$ cat src/core/drive_cfg_pkg.sv
// Functional notes
// - Writing the exact reboot key word to the reboot command register starts a restart; any other value does not.
// - The restart is held off by the reboot delay in milliseconds, counted from acceptance of the key.
// - While the boot loader runs, windings are shorted when the boot config bit is 0 and left open when it is 1.
// - Submode bit 0 selects open loop when cleared and closed loop when set.
// - The loop select bit cannot change while operation is enabled; the host toggles it only outside that state.
// - The ramp speed emulation bit makes speed modes run as S-ramp position steps instead of a velocity loop.
// - Submode bit 2 hands holding brake engage and release to the device.
// - The current reduce bit applies reduced motor current in open loop.
// - With closed loop and startup alignment set, alignment runs in open loop after power-up, then goes closed loop.
// - With startup alignment clear, the drive stays open loop until the encoder index is seen.
// - An encoder configured without index forces startup alignment regardless of the alignment bit.
// - In torque modes bit 5 runs only the torque controller; clear, a velocity controller is superimposed.
// - Submode bit 6 marks the motor as brushless DC.
// - The creep speed bit enables low-speed mode; the host must enable closed loop first.
// - Feedback selection writes during operation enabled go to a shadow and apply on the next entry to that state.
package drive_cfg_pkg;
	// the submode index is not word aligned, so its word sits at four times the index
	localparam logic [15:0] IDX_SUBMODE = 16'h3202;
	localparam logic [15:0] ADDR_SUBMODE = {IDX_SUBMODE[13:0], 2'b00};
	localparam logic [15:0] ADDR_ENTRY_COUNT = 16'h2800;
	localparam logic [15:0] ADDR_REBOOT_KEY = 16'h2804;
	localparam logic [15:0] ADDR_REBOOT_DELAY = 16'h2808;
	localparam logic [15:0] ADDR_BOOT_CFG = 16'h280C;
	localparam logic [15:0] ADDR_FB_SEL = 16'h3204;
	localparam logic [15:0] ADDR_STATUS = 16'h3208;
	localparam logic [31:0] REBOOT_KEY_WORD = 32'h746F6F62;
	localparam logic [7:0] ENTRY_COUNT = 8'h03;
	localparam logic [31:0] SUBMODE_RESET = 32'h00000000;
	localparam logic [7:0] SUBMODE_MASK = 8'hFF;
	localparam logic [31:0] KEY_RESET = 32'h00000000;
	localparam logic [31:0] DELAY_RESET = 32'h00000000;
	localparam logic [31:0] BOOT_CFG_RESET = 32'h00000000;
	localparam logic [23:0] FB_SEL_RESET = 24'h000000;
	localparam int BIT_LOOP = 0;
	localparam int BIT_RAMP = 1;
	localparam int BIT_BRAKE = 2;
	localparam int BIT_CURRENT_REDUCE = 3;
	localparam int BIT_ALIGN = 4;
	localparam int BIT_TORQUE = 5;
	localparam int BIT_BLDC = 6;
	localparam int BIT_CREEP = 7;
	localparam int CLK_HZ = 25000000;
	localparam int MS_PER_S = 1000;
	localparam int CYCLES_PER_MS = CLK_HZ / MS_PER_S;
	typedef struct packed {
		logic loop_select;
		logic ramp_speed_emulation;
		logic auto_brake;
		logic current_reduce;
		logic startup_alignment;
		logic torque_only;
		logic bldc_motor;
		logic creep_speed;
	} submode_t;
	typedef enum logic [1:0] {
		ST_IDLE = 2'b00,
		ST_WAIT = 2'b01,
		ST_FIRE = 2'b10
	} reboot_state_t;
	typedef enum logic [1:0] {
		CM_OPEN = 2'b00,
		CM_ALIGN = 2'b01,
		CM_INDEX = 2'b10,
		CM_CLOSED = 2'b11
	} comm_state_t;
endpackage

$ cat src/core/ms_tick.sv
`timescale 1ns/1ps
`default_nettype none
// divider giving one-cycle pulses per millisecond
module ms_tick
	import drive_cfg_pkg::*;
#(
	parameter int DIV = CYCLES_PER_MS
) (
	input wire logic clk_sys_i,
	input wire logic srst_i,
	input wire logic clear_i,
	output logic tick_o
);
	initial begin
		if (DIV < 1) $error("ms_tick: DIV must be at least 1");
	end
	logic [31:0] cnt;
	logic [31:0] next_cnt;
	logic next_tick;
	// restartable so the first millisecond is whole after key acceptance
	always_comb begin
		next_cnt = cnt + 32'h00000001;
		next_tick = 1'b0;
		if (clear_i) begin
			next_cnt = 32'h00000000;
		end else if (cnt >= 32'(DIV - 1)) begin
			next_cnt = 32'h00000000;
			next_tick = 1'b1;
		end
	end
	always_ff @(posedge clk_sys_i) begin
		if (srst_i) begin
			cnt <= 32'h00000000;
			tick_o <= 1'b0;
		end else begin
			cnt <= next_cnt;
			tick_o <= next_tick;
		end
	end
endmodule
`default_nettype wire

$ cat src/core/drive_mode_and_reboot_regs.sv
// The implementer's own choice: the APB slave port.
`timescale 1ns/1ps
`default_nettype none
module drive_mode_and_reboot_regs
	import drive_cfg_pkg::*;
#(
	parameter int MS_DIV = CYCLES_PER_MS
) (
	input wire logic clk_sys_i,
	input wire logic srst_i,
	input wire logic psel_i,
	input wire logic penable_i,
	input wire logic pwrite_i,
	input wire logic [15:0] paddr_i,
	input wire logic [31:0] pwdata_i,
	output logic [31:0] prdata_o,
	output logic pready_o,
	output logic pslverr_o,
	input wire logic op_enabled_i,
	input wire logic bootloader_active_i,
	input wire logic encoder_no_index_i,
	input wire logic index_seen_i,
	input wire logic align_done_i,
	input wire logic power_up_i,
	input wire logic torque_mode_i,
	output logic reboot_o,
	output logic winding_short_o,
	output logic closed_loop_o,
	output logic align_run_o,
	output logic ramp_emulation_o,
	output logic auto_brake_o,
	output logic reduced_current_o,
	output logic torque_only_o,
	output logic velocity_superimpose_o,
	output logic bldc_o,
	output logic creep_o,
	output logic [23:0] fb_sel_o
);
	initial begin
		if (MS_DIV < 1) $error("MS_DIV must be at least 1");
	end

	// synchronisers for the pin-level inputs
	logic [1:0] s_op, s_boot, s_noidx, s_idx, s_aldone, s_pwr, s_trq;
	always_ff @(posedge clk_sys_i) begin
		if (srst_i) begin
			s_op <= 2'b00;
			s_boot <= 2'b00;
			s_noidx <= 2'b00;
			s_idx <= 2'b00;
			s_aldone <= 2'b00;
			s_pwr <= 2'b00;
			s_trq <= 2'b00;
		end else begin
			s_op <= {s_op[0], op_enabled_i};
			s_boot <= {s_boot[0], bootloader_active_i};
			s_noidx <= {s_noidx[0], encoder_no_index_i};
			s_idx <= {s_idx[0], index_seen_i};
			s_aldone <= {s_aldone[0], align_done_i};
			s_pwr <= {s_pwr[0], power_up_i};
			s_trq <= {s_trq[0], torque_mode_i};
		end
	end
	logic op_en, boot_on, no_idx, idx_seen, al_done, pwr_up, trq_mode;
	assign op_en = s_op[1];
	assign boot_on = s_boot[1];
	assign no_idx = s_noidx[1];
	assign idx_seen = s_idx[1];
	assign al_done = s_aldone[1];
	assign pwr_up = s_pwr[1];
	assign trq_mode = s_trq[1];

	// apb: setup cycle then an access cycle answered after one wait state
	logic wr_acc, rd_acc;
	assign wr_acc = psel_i && penable_i && pwrite_i && !pready_o;
	assign rd_acc = psel_i && penable_i && !pwrite_i && !pready_o;
	logic addr_ok;
	always_comb begin
		unique case (paddr_i)
			ADDR_SUBMODE, ADDR_ENTRY_COUNT, ADDR_REBOOT_KEY,
			ADDR_REBOOT_DELAY, ADDR_BOOT_CFG, ADDR_FB_SEL, ADDR_STATUS: addr_ok = 1'b1;
			default: addr_ok = 1'b0;
		endcase
	end

	// register file state
	logic [7:0] submode, next_submode;
	logic [31:0] key_reg, next_key_reg;
	logic [31:0] delay_reg, next_delay_reg;
	logic [31:0] boot_cfg, next_boot_cfg;
	logic [23:0] fb_shadow, next_fb_shadow;
	logic [23:0] fb_active, next_fb_active;
	logic op_en_d;
	logic key_hit;
	logic op_entry;
	assign op_entry = op_en && !op_en_d;
	always_comb begin
		next_submode = submode;
		next_key_reg = key_reg;
		next_delay_reg = delay_reg;
		next_boot_cfg = boot_cfg;
		next_fb_shadow = fb_shadow;
		next_fb_active = fb_active;
		key_hit = 1'b0;
		if (wr_acc) begin
			unique case (paddr_i)
				ADDR_SUBMODE: begin
					next_submode = pwdata_i[7:0] & SUBMODE_MASK;
					// loop select frozen during operation enabled
					if (op_en) begin
						next_submode[BIT_LOOP] = submode[BIT_LOOP];
					end
					// creep needs loop select set in the resulting word; refused otherwise
					if (!next_submode[BIT_LOOP]) begin
						next_submode[BIT_CREEP] = 1'b0;
					end
				end
				ADDR_REBOOT_KEY: begin
					next_key_reg = pwdata_i;
					key_hit = (pwdata_i == REBOOT_KEY_WORD);
				end
				ADDR_REBOOT_DELAY: next_delay_reg = pwdata_i;
				ADDR_BOOT_CFG: next_boot_cfg = pwdata_i;
				ADDR_FB_SEL: begin
					next_fb_shadow = pwdata_i[23:0];
					// outside operation enabled the selection applies at once
					if (!op_en) begin
						next_fb_active = pwdata_i[23:0];
					end
				end
				default: begin
				end
			endcase
		end
		// buffered selection is picked up on entry to operation enabled
		if (op_entry) begin
			next_fb_active = next_fb_shadow;
		end
	end
	always_ff @(posedge clk_sys_i) begin
		if (srst_i) begin
			submode <= SUBMODE_RESET[7:0];
			key_reg <= KEY_RESET;
			delay_reg <= DELAY_RESET;
			boot_cfg <= BOOT_CFG_RESET;
			fb_shadow <= FB_SEL_RESET;
			fb_active <= FB_SEL_RESET;
			op_en_d <= 1'b0;
		end else begin
			submode <= next_submode;
			key_reg <= next_key_reg;
			delay_reg <= next_delay_reg;
			boot_cfg <= next_boot_cfg;
			fb_shadow <= next_fb_shadow;
			fb_active <= next_fb_active;
			op_en_d <= op_en;
		end
	end

	// reboot delay sequencer
	reboot_state_t rb_state, next_rb_state;
	logic [31:0] ms_left, next_ms_left;
	logic ms_pulse;
	logic next_reboot;
	ms_tick #(
		.DIV(MS_DIV)
	) u_ms_tick (
		.clk_sys_i(clk_sys_i),
		.srst_i(srst_i),
		.clear_i(key_hit),
		.tick_o(ms_pulse)
	);
	// a repeated key while waiting restarts the delay from the new acceptance
	always_comb begin
		next_rb_state = rb_state;
		next_ms_left = ms_left;
		next_reboot = 1'b0;
		unique case (rb_state)
			ST_IDLE: begin
				if (key_hit) begin
					next_ms_left = next_delay_reg;
					next_rb_state = (next_delay_reg == 32'h00000000) ? ST_FIRE : ST_WAIT;
				end
			end
			ST_WAIT: begin
				if (key_hit) begin
					next_ms_left = next_delay_reg;
				end else if (ms_pulse) begin
					if (ms_left <= 32'h00000001) begin
						next_rb_state = ST_FIRE;
					end
					next_ms_left = ms_left - 32'h00000001;
				end
			end
			ST_FIRE: begin
				next_reboot = 1'b1;
				next_rb_state = ST_IDLE;
			end
			default: next_rb_state = ST_IDLE;
		endcase
	end
	always_ff @(posedge clk_sys_i) begin
		if (srst_i) begin
			rb_state <= ST_IDLE;
			ms_left <= 32'h00000000;
		end else begin
			rb_state <= next_rb_state;
			ms_left <= next_ms_left;
		end
	end

	// commutation start-up sequence
	comm_state_t cm_state, next_cm_state;
	logic need_align;
	assign need_align = submode[BIT_ALIGN] || no_idx;
	always_comb begin
		next_cm_state = cm_state;
		unique case (cm_state)
			CM_OPEN: begin
				if (submode[BIT_LOOP]) begin
					next_cm_state = need_align ? CM_ALIGN : CM_INDEX;
				end
			end
			CM_ALIGN: begin
				if (!submode[BIT_LOOP]) begin
					next_cm_state = CM_OPEN;
				end else if (al_done) begin
					next_cm_state = CM_CLOSED;
				end
			end
			CM_INDEX: begin
				if (!submode[BIT_LOOP]) begin
					next_cm_state = CM_OPEN;
				end else if (need_align) begin
					next_cm_state = CM_ALIGN;
				end else if (idx_seen) begin
					next_cm_state = CM_CLOSED;
				end
			end
			CM_CLOSED: begin
				if (!submode[BIT_LOOP]) begin
					next_cm_state = CM_OPEN;
				end
			end
		endcase
		// power-up restarts the search so alignment, or index search when no alignment is needed, reruns after switch-on
		if (pwr_up) begin
			next_cm_state = CM_OPEN;
		end
	end
	always_ff @(posedge clk_sys_i) begin
		if (srst_i) begin
			cm_state <= CM_OPEN;
		end else begin
			cm_state <= next_cm_state;
		end
	end

	// registered outputs and apb read path
	logic [31:0] next_prdata;
	logic next_slverr;
	logic next_ready;
	always_comb begin
		next_prdata = 32'h00000000;
		unique case (paddr_i)
			ADDR_SUBMODE: next_prdata = {24'h000000, submode};
			ADDR_ENTRY_COUNT: next_prdata = {24'h000000, ENTRY_COUNT};
			ADDR_REBOOT_KEY: next_prdata = key_reg;
			ADDR_REBOOT_DELAY: next_prdata = delay_reg;
			ADDR_BOOT_CFG: next_prdata = boot_cfg;
			ADDR_FB_SEL: next_prdata = {8'h00, fb_shadow};
			ADDR_STATUS: next_prdata = {24'h000000, fb_active[0], op_en, rb_state, 2'b00, cm_state};
			default: next_prdata = 32'h00000000;
		endcase
		if (!rd_acc) begin
			next_prdata = 32'h00000000;
		end
		next_ready = psel_i && penable_i && !pready_o;
		next_slverr = next_ready && (!addr_ok || (pwrite_i && (paddr_i == ADDR_ENTRY_COUNT || paddr_i == ADDR_STATUS)));
	end
	always_ff @(posedge clk_sys_i) begin
		if (srst_i) begin
			prdata_o <= 32'h00000000;
			pready_o <= 1'b0;
			pslverr_o <= 1'b0;
			reboot_o <= 1'b0;
			winding_short_o <= 1'b0;
			closed_loop_o <= 1'b0;
			align_run_o <= 1'b0;
			ramp_emulation_o <= 1'b0;
			auto_brake_o <= 1'b0;
			reduced_current_o <= 1'b0;
			torque_only_o <= 1'b0;
			velocity_superimpose_o <= 1'b0;
			bldc_o <= 1'b0;
			creep_o <= 1'b0;
			fb_sel_o <= FB_SEL_RESET;
		end else begin
			prdata_o <= next_prdata;
			pready_o <= next_ready;
			pslverr_o <= next_slverr;
			reboot_o <= next_reboot;
			winding_short_o <= boot_on && !boot_cfg[0];
			closed_loop_o <= (cm_state == CM_CLOSED);
			align_run_o <= (cm_state == CM_ALIGN);
			ramp_emulation_o <= submode[BIT_RAMP];
			auto_brake_o <= submode[BIT_BRAKE];
			reduced_current_o <= submode[BIT_CURRENT_REDUCE] && (cm_state != CM_CLOSED);
			torque_only_o <= trq_mode && submode[BIT_TORQUE];
			velocity_superimpose_o <= trq_mode && !submode[BIT_TORQUE];
			bldc_o <= submode[BIT_BLDC];
			creep_o <= submode[BIT_CREEP] && submode[BIT_LOOP];
			fb_sel_o <= fb_active;
		end
	end
endmodule
`default_nettype wire

$ cat config.mk
export PLATFORM = sky130hd
export DESIGN_NAME = drive_mode_and_reboot_regs
export DESIGN_NICKNAME = d
export VERILOG_FILES = /design/src/core/drive_cfg_pkg.sv /design/src/core/ms_tick.sv /design/src/core/drive_mode_and_reboot_regs.sv
export SDC_FILE = /design/constraint.sdc
export NUM_CORES = 1
export LEC_CHECK = 0
export ABC_AREA = 1
export BUFFER_PORTS_ARGS = -buffer_cell sky130_fd_sc_hd__buf_2
export CAP_MARGIN = 0
export CORE_MARGIN = 4
export CORE_UTILIZATION = 40
export CTS_BUF_LIST = sky130_fd_sc_hd__clkbuf_16
export CTS_CLUSTER_SIZE = 10
export DETAILED_ROUTE_END_ITERATION = 7
export GPL_TIMING_DRIVEN = 0
export PLACE_DENSITY_LB_ADDON = 0.05
export SYNTH_ARGS = -nofsm -noshare
export SYNTH_HDL_FRONTEND = slang
export SYNTH_SLANG_ARGS = --single-unit
$ cat constraint.sdc
create_clock -name clk_sys_i -period 2.9 [get_ports clk_sys_i]
set_clock_uncertainty 0.2 [all_clocks]
set_input_delay 0.87 -clock clk_sys_i [delete_from_list [all_inputs] [get_ports clk_sys_i]]
set_output_delay 0.87 -clock clk_sys_i [all_outputs]
set_load 0.005 [all_outputs]
==> results of run 1 <==
final cells by class:
class | count | share of cell area (%)
Sequential cell | 305 | 40.3
Antenna cell | 2 | 0.0330
Inverter | 207 | 5.14
Clock buffer | 39 | 6.44
Buffer | 92 | 3.01
Clock inverter | 15 | 0.710
Tap cell | 402 | 3.32
Timing Repair Buffer | 127 | 4.19
Multi-Input combinational cell | 1124 | 36.9
per-stage QoR:
stage	util [%]	power (µW)	hold WS [ps]	std cells	TNS (ps)
6_report	48.0	8910	204	2313	0
5_1_grt	48.0	9170	219	2312	-99.9
4_1_cts	47.8	8980	207	2311	0
3_5_place_dp	44.3	4720	197	2257	-65530
3_3_place_gp	44.3	4720	193	2257	-64470
2_1_floorplan	-	4520	188	1728	0
path summary, 6_finish.rpt:
check,startpoint,endpoint,cells past startpoint
setup / recovery,paddr_i[7],prdata_o[3]$_SDFF_PP0_,9
hold / removal,s_noidx[0]$_SDFF_PP0_,s_noidx[1]$_SDFF_PP0_,2
setup reg to reg,s_op[1]$_SDFF_PP0_,fb_active[16]$_SDFFE_PP0P_,7
hold reg to reg,s_noidx[0]$_SDFF_PP0_,s_noidx[1]$_SDFF_PP0_,2
worst min-delay path, delay by kind of cell (launching register included):
kind / cells / cell delay (ps)
and+or+nand+nor: 1 / 30
buffers and inverters: 1 / 40
DFF: 1 / 290
where the power goes:
| part | switching [µW] | internal (µW) | leakage, µW |
|---|---|---|---|
| Clock | 1780 | 2490 | 0.000557 |
| Sequential | 10.9 | 4220 | 0.00247 |
| Combinational | 308 | 98.2 | 0.00343 |
layer usage:
metal	track usage, %	routed length (µm)	vias to the layer above
met5	0	23	-
met3	4.38	3650	113
met4	11.5	2270	4
li1	-	-	6011
met1	34.3	19700	5733
met2	40.2	20200	504
cell usage after synthesis, drive strengths merged (18+ instances only):
library cell  number
buf               44
o211ai            22
nand3             81
inv              205
a21oi            115
o21ai            106
dfxtp            305
clkbuf            48
o22ai             56
a31oi             18
nand4             50
nand2            275
nor3              31
nor2             268
kinds of logic after synthesis:
logic type / after synthesis
AND/OR/NAND/NOR: 729
buffers and inverters: 299
adder cells (fa/ha/maj): 3
other: 1
XOR/XNOR: 23
flip-flops: 305
AO/OA/AOI/OAI: 352
what timing repair did:
| action | CTS | global route |
|---|---|---|
| endpoints found under the setup margin | 31 | 59 |
| resized for setup | 3 | 23 |
| hold buffers | 0 | 0 |
==> metrics.cfg, run 1 <==
[synth]
synth-xor-area-share_pct=1.58
synth_cell_types=48
synth_area_leaders=dfxtp_1, nand2_1, nor2_1
synth_top_family_by_area=simple AND/OR/NAND/NOR gates
ys_ff_latch=305
syn_area_um2=12800
synth_compound_area_share_pct=15.9
syn_inst=1712
synth_top_area_share_pct=47.8
yosysTopAreaCell=dfxtp_1
synth.yosys.seq_area_share_pct=47.8
synth_edf_count=0
yosysWarnings=0
ys.flop_type=dfxtp_1
synth_mux_area_share_pct=0
async_flop_share_pct=0
synth-simple-area-share_pct=24.8
syn_avg_cell_area_um2=7.46
yosys.area_share.adder_pct=0.294

[finish]
register_area_um2=6110
final_common_cell=dfxtp_1
final_area_um2=15200
nets=1958
layout_common_cells=dfxtp_1, nand2_1, nor2_1
fillers=3302
syn_to_final_growth_pct=18.6
multi_input_area_um2=5590
drive_gt1_share_pct=13.4

[detailed_routing]
drtIter0Drc=1085
ant_nets=0
wirelength_mm=45.8
drc_errors=0
avgViaCountPerCell=5.35
num_vias=12365
routedWlPerCell_um=19.8
dr.pass1.iters=6

[placement]
io_buffers=127
placed_area_um2=14000
gp_congestion=0.934
pre_cts_ws_ps=-789
hpwl_mm=34.7

[worst_setup_path]
path_cells=buf_2 -> nor2_1 -> nand3_2 -> nor3_1 -> nand2_2 -> clkinv_1 -> buf_1 -> a211oi_1 -> nor2_1
cp_max_fo=10
end_kind=register
start_kind=input pin
worstPathBufferInverterCount=3
crit_arrival_ps=3070
slowest_delay_ps=560
cp.required_ps=3170
crit_family=simple AND/OR/NAND/NOR gates
crit_top_cell=nor2_1
ff2ff_setup_slack_ps=280
path_class=input pin to register
crit_slowest_cell=buf_1

[clocking]
post_cts_buffers=0
htreeDepth=2
cts-root-buf=clkbuf_16
cts_made_buffers=38
cts_tree=done
cts.sink_count=305
clk_path_buf_depth=3
path_clk_slew_ps=60
clk_latency_ps=530

[global_routing]
grt_pass1_wl_mm=69.7
grt_pass1_vias=11808
grt_max_degree=11
overflow=0
gr-usage-all-layers_pct=25.4
antenna_found_initial=3

[die]
die_h_um=187
initial_utilization_pct=40.5
die_w_um=187
boundaryPins=129
die-area_um2=34900
coreArea_um2=31600
num_rows=65

[sta]
rsz0062_at_grt=yes
max_freq_mhz=356
finalSetupViolations=0
setup_ws_ps=94.9
worst_slew_pin_slew_ps=963
fin_crit_ps=2810
slew_violations=0
hold_viol=0
slew-limit-headroom_pct=35.8
finalCritPeriodShare_pct=96.7

[run]
maxCapViolCount=0

[run_status]
status=complete, no violations

[hold_path]
hold_class=register to register

[pwr]
irDropWorstVdd_mv=0.408
p_per_area_nw_per_um2=588
p_leak_uw=0.00645

Power figures use the tool's default switching activity.
==> run 2: changes to the inputs <==
Settings changed: CORE_UTILIZATION 40 to 59, RECOVER_POWER from default to 50.
==> metrics.cfg, run 2 (synthesized netlist as in run 1, its figures left out) <==
[run_status]
status=complete, no violations

[detailed_routing]
ant_nets=0
drtIter0Drc=1468
avgViaCountPerCell=5.90
num_vias=12818
drc_errors=0
routedWlPerCell_um=19.7
dr.pass1.iters=6
wirelength_mm=42.7

[placement]
hpwl_mm=31.6
placed_area_um2=13800
io_buffers=127
gp_congestion=0.984

[finish]
drive_gt1_share_pct=10.9
layout_common_cells=dfxtp_1, nand2_1, nor2_1
nets=1956
n_antenna_cell=0
final_common_cell=dfxtp_1
syn_to_final_growth_pct=15.9
final_area_um2=14800

[die]
die-area_um2=24100
die_h_um=155
initial_utilization_pct=60.4
die_w_um=155
boundaryPins=129
coreArea_um2=21200
num_rows=53

[clocking]
path_clk_slew_ps=60
htreeDepth=2
cts_made_buffers=36
cts_tree=done
clk_path_buf_depth=3
clk_latency_ps=520
cts.sink_count=305
cts-root-buf=clkbuf_16

[global_routing]
antenna_found_initial=0
grt_pass1_vias=12044
overflow=0
grt_max_degree=11
grt_pass1_wl_mm=65.6
gr-usage-all-layers_pct=34.6

[pwr]
p_leak_uw=0.00623
irDropWorstVdd_mv=0.421
p_per_area_nw_per_um2=581

[sta]
slew_violations=0
worst_slew_pin_slew_ps=817
fin_crit_ps=2870
hold_viol=0
slew-limit-headroom_pct=45.5
max_freq_mhz=348
holdWs_ps=201
finalSetupViolations=0
finalCritPeriodShare_pct=99.1

[hold_path]
hold_class=register to register
min_from=s_noidx[0]$_SDFF_PP0_

[worst_setup_path]
cp_max_fo=10
start_kind=input pin
crit_path_start=paddr_i[8]
path_class=input pin to register
rr_startpoint=ms_left[0]$_SDFFE_PP0P_
end_kind=register
cp.required_ps=3110
crit_arrival_ps=3090

[run]
maxCapViolCount=0

==> run 2: cell count changes in the layout (fill, tap and decap cells not counted), sizes merged <==
cell / delta
buf: -38
clkbuf: +37
clkinv: -5
inv: -4
diode: -2
bufinv: -1
==> run 2: routing by layer <==
| layer | vias up | routed length, µm | share of wire [%] | track usage [%] |
|---|---|---|---|---|
| met4 | 0 | 2190 | 5.1 | 17.0 |
| met5 | - | 0 | 0 | 0 |
| met3 | 162 | 4620 | 11 | 6.54 |
| li1 | 5995 | - | - | - |
| met2 | 760 | 19400 | 45 | 55.7 |
| met1 | 5901 | 16500 | 39 | 44.6 |
==> run 2: repair_timing <==
| item | in CTS | in global routing |
|---|---|---|
| resized for setup | 1 | 16 |
| hold buffers | 0 | 0 |
| buffers inserted | 0 | 0 |
| endpoints found under the setup margin | 5 | 21 |
==> run 2: cell type report <==
type / count / area [µm²]
clock buffers: 38 / 951
flip-flops and latches: 305 / 6110
repair buffers: 127 / 594
plain buffers: 92 / 454
inverters: 207 / 779
fillers: 1821 / 6350
clock inverters: 5 / 31.3
multi-input cells: 1124 / 5550
well taps: 275 / 344
==> run 2: stage by stage <==
| stage | power, µW | setup TNS, ps | worst slack, ps | instances | util, % |
|---|---|---|---|---|---|
| floorplan | 4520 | 0 | 348 | 1728 | - |
| global placement | 4690 | -37500 | -554 | 2130 | 65.3 |
| finish | 8600 | 0 | 25.1 | 2173 | 70.0 |
| CTS | 8600 | 0 | 32.1 | 2173 | 70.0 |
| global route | 8800 | -0.197 | -0.197 | 2173 | 70.0 |
| detailed placement | 4700 | -42520 | -554 | 2130 | 65.3 |
==> run 2: path summary, 6_finish.rpt <==
path / endpoint / slack [ps] / depth (start not counted)
worst max-delay path: prdata_o[3]$_SDFF_PP0_ / 30 / 11
worst min-delay path: s_noidx[1]$_SDFF_PP0_ / 200 / 2
worst max register to register: rb_state[1]$_SDFFE_PP0P_ / 410 / 14
worst min register to register: s_noidx[1]$_SDFF_PP0_ / 200 / 2
==> run 2: worst max-delay path: stages <==
cell and delay, ps:
buf_2 110, nor2_4 190, nand4_1 120, nor4_2 340
nand2_1 340, nand2_1 200, nor3_1 70, nand4_1 150
nand3_4 200, buf_2 260, nor2_1 220
==> run 2: where the power goes <==
group	internal, µW	leakage (µW)	switching [µW]
Sequential	4220	0.00247	11.2
Combinational	97.6	0.00327	300
Clock	2310	0.000493	1660
==> run 3: changes to the inputs <==
Settings changed: CELL_PAD_IN_SITES_DETAIL_PLACEMENT from default to 1, CELL_PAD_IN_SITES_GLOBAL_PLACEMENT from default to 1, CORE_UTILIZATION 59 to 43, CTS_CLUSTER_DIAMETER from default to 60.
==> metrics.cfg, run 3 (synthesized netlist as in run 1, its figures left out) <==
[run_status]
status=complete, no violations

[pwr]
seqPwrFrac_pct=47.2
p_per_area_nw_per_um2=595
swShare_pct=23.2
irDropWorstVdd_mv=0.395
p_leak_uw=0.00625
power_frac_comb_pct=4.6
p_sw_uw=2080
intPower_uw=6880
p_clk_share_pct=48.2
power.total_uw=8960

[sta]
worst_slew_pin_slew_ps=942
finalCritPeriodShare_pct=98.0
hold_viol=0
slew_violations=0
fin_crit_ps=2840
finalSetupViolations=0
max_freq_mhz=352
slew-limit-headroom_pct=37.2
setup_ws_ps=58.2
holdWs_ps=202

[die]
boundaryPins=129
coreArea_um2=29000
die-area_um2=32500
num_rows=62
initial_utilization_pct=44.0
die_h_um=180
die_w_um=180

[hold_path]
min_from=s_op[0]$_SDFF_PP0_
hold_class=register to register

[detailed_routing]
dr.pass1.iters=5
avgViaCountPerCell=5.64
routedWlPerCell_um=21.4
wirelength_mm=49.0
drc_errors=0
num_vias=12921
drtIter0Drc=1110
ant_nets=0

[worst_setup_path]
path_class=input pin to register
rr_startpoint=pready_o$_SDFF_PP0_
crit_arrival_ps=3060
crit_path_start=paddr_i[8]
cp_max_fo=10
start_kind=input pin
end_kind=register
cp.required_ps=3120

[clocking]
post_cts_buffers=0
clk_path_buf_depth=3
cts.sink_count=305
htreeDepth=2
cts_made_buffers=38
path_clk_slew_ps=50
cts_tree=done
clk_latency_ps=530
cts-root-buf=clkbuf_16

[run]
maxCapViolCount=0

[placement]
placed_area_um2=14000
gp_congestion=0.928
pre_cts_ws_ps=-700
hpwl_mm=37.0
io_buffers=127

[global_routing]
grt_max_degree=11
grt_pass1_wl_mm=75.9
grt_pass1_vias=13109
gr-usage-all-layers_pct=29.4
antenna_found_initial=1
overflow=0

[finish]
drive_gt1_share_pct=11.2
final_area_um2=15100
final_common_cell=dfxtp_1
syn_to_final_growth_pct=17.9
nets=1958
layout_common_cells=dfxtp_1, nand2_1, nor2_1

-- run 3: changes by cell type in the layout (fill, tap and decap cells not counted), sizes merged --
| cell | delta |
|---|---|
| clkbuf | +4 |
| buf | -3 |
| bufinv | +2 |
| clkinv | +2 |
| clkinvlp | +2 |
| diode | +1 |
-- run 3: final cells by class --
| cell class | instances | area [µm²] |
|---|---|---|
| fillers | 3716 | 13900 |
| diodes | 1 | 2.50 |
| multi-input cells | 1124 | 5580 |
| well taps | 384 | 480 |
| plain buffers | 92 | 460 |
| clock inverters | 11 | 104 |
| flip-flops and latches | 305 | 6110 |
| clock buffers | 39 | 976 |
| repair buffers | 127 | 583 |
| inverters | 207 | 783 |
-- run 3: stage by stage --
| stage | util [%] | instances | TNS [ps] |
|---|---|---|---|
| 4_1_cts | 51.9 | 2289 | 0 |
| 6_report | 51.9 | 2290 | 0 |
| 2_1_floorplan | - | 1728 | 0 |
| 3_5_place_dp | 48.1 | 2239 | -61340 |
| 5_1_grt | 51.9 | 2290 | -17.6 |
| 3_3_place_gp | 48.1 | 2239 | -57190 |
-- run 3: worst max-delay path, stage by stage --
cell and delay (ps):
buf_2 120, nor2_4 160, nand4_1 110, nor4_2 410
nand2_2 260, nand2_1 170, nor3_1 60, nand4_1 160
nand3_4 200, buf_2 270, nor2_1 250
-- run 3: power by group through the flow --
| stage | combinational [µW] | sequential [µW] | clock, µW |
|---|---|---|---|
| after floorplan | 198 | 4320 | 0 |
| after global placement | 391 | 4320 | 0 |
| after detailed placement | 397 | 4320 | 0 |
| after CTS | 401 | 4230 | 4360 |
| after global routing | 443 | 4230 | 4550 |
| final | 413 | 4230 | 4320 |
-- run 3: final timing paths --
| check | end | slack, ps | cells after the start |
|---|---|---|---|
| setup / recovery | prdata_o[3]$_SDFF_PP0_ | 60 | 11 |
| hold / removal | s_op[1]$_SDFF_PP0_ | 200 | 2 |
| hold reg to reg | s_op[1]$_SDFF_PP0_ | 200 | 2 |
| setup reg to reg | ms_left[5]$_SDFFE_PP0P_ | 250 | 12 |
-- run 3: repair_timing --
item / in CTS / in global routing
hold buffers: 0 / 0
setup endpoints to repair: 32 / 30
gates resized for setup: 4 / 25
endpoints found under the hold margin: 0 / 0
-- run 3: layer usage --
layer	GRT usage [%]	up-vias	share of wire, %
met1	37.8	6280	42
met4	11.9	0	4.8
met3	4.48	131	6.8
met5	0	-	0
met2	49.6	489	46
li1	-	6021	-
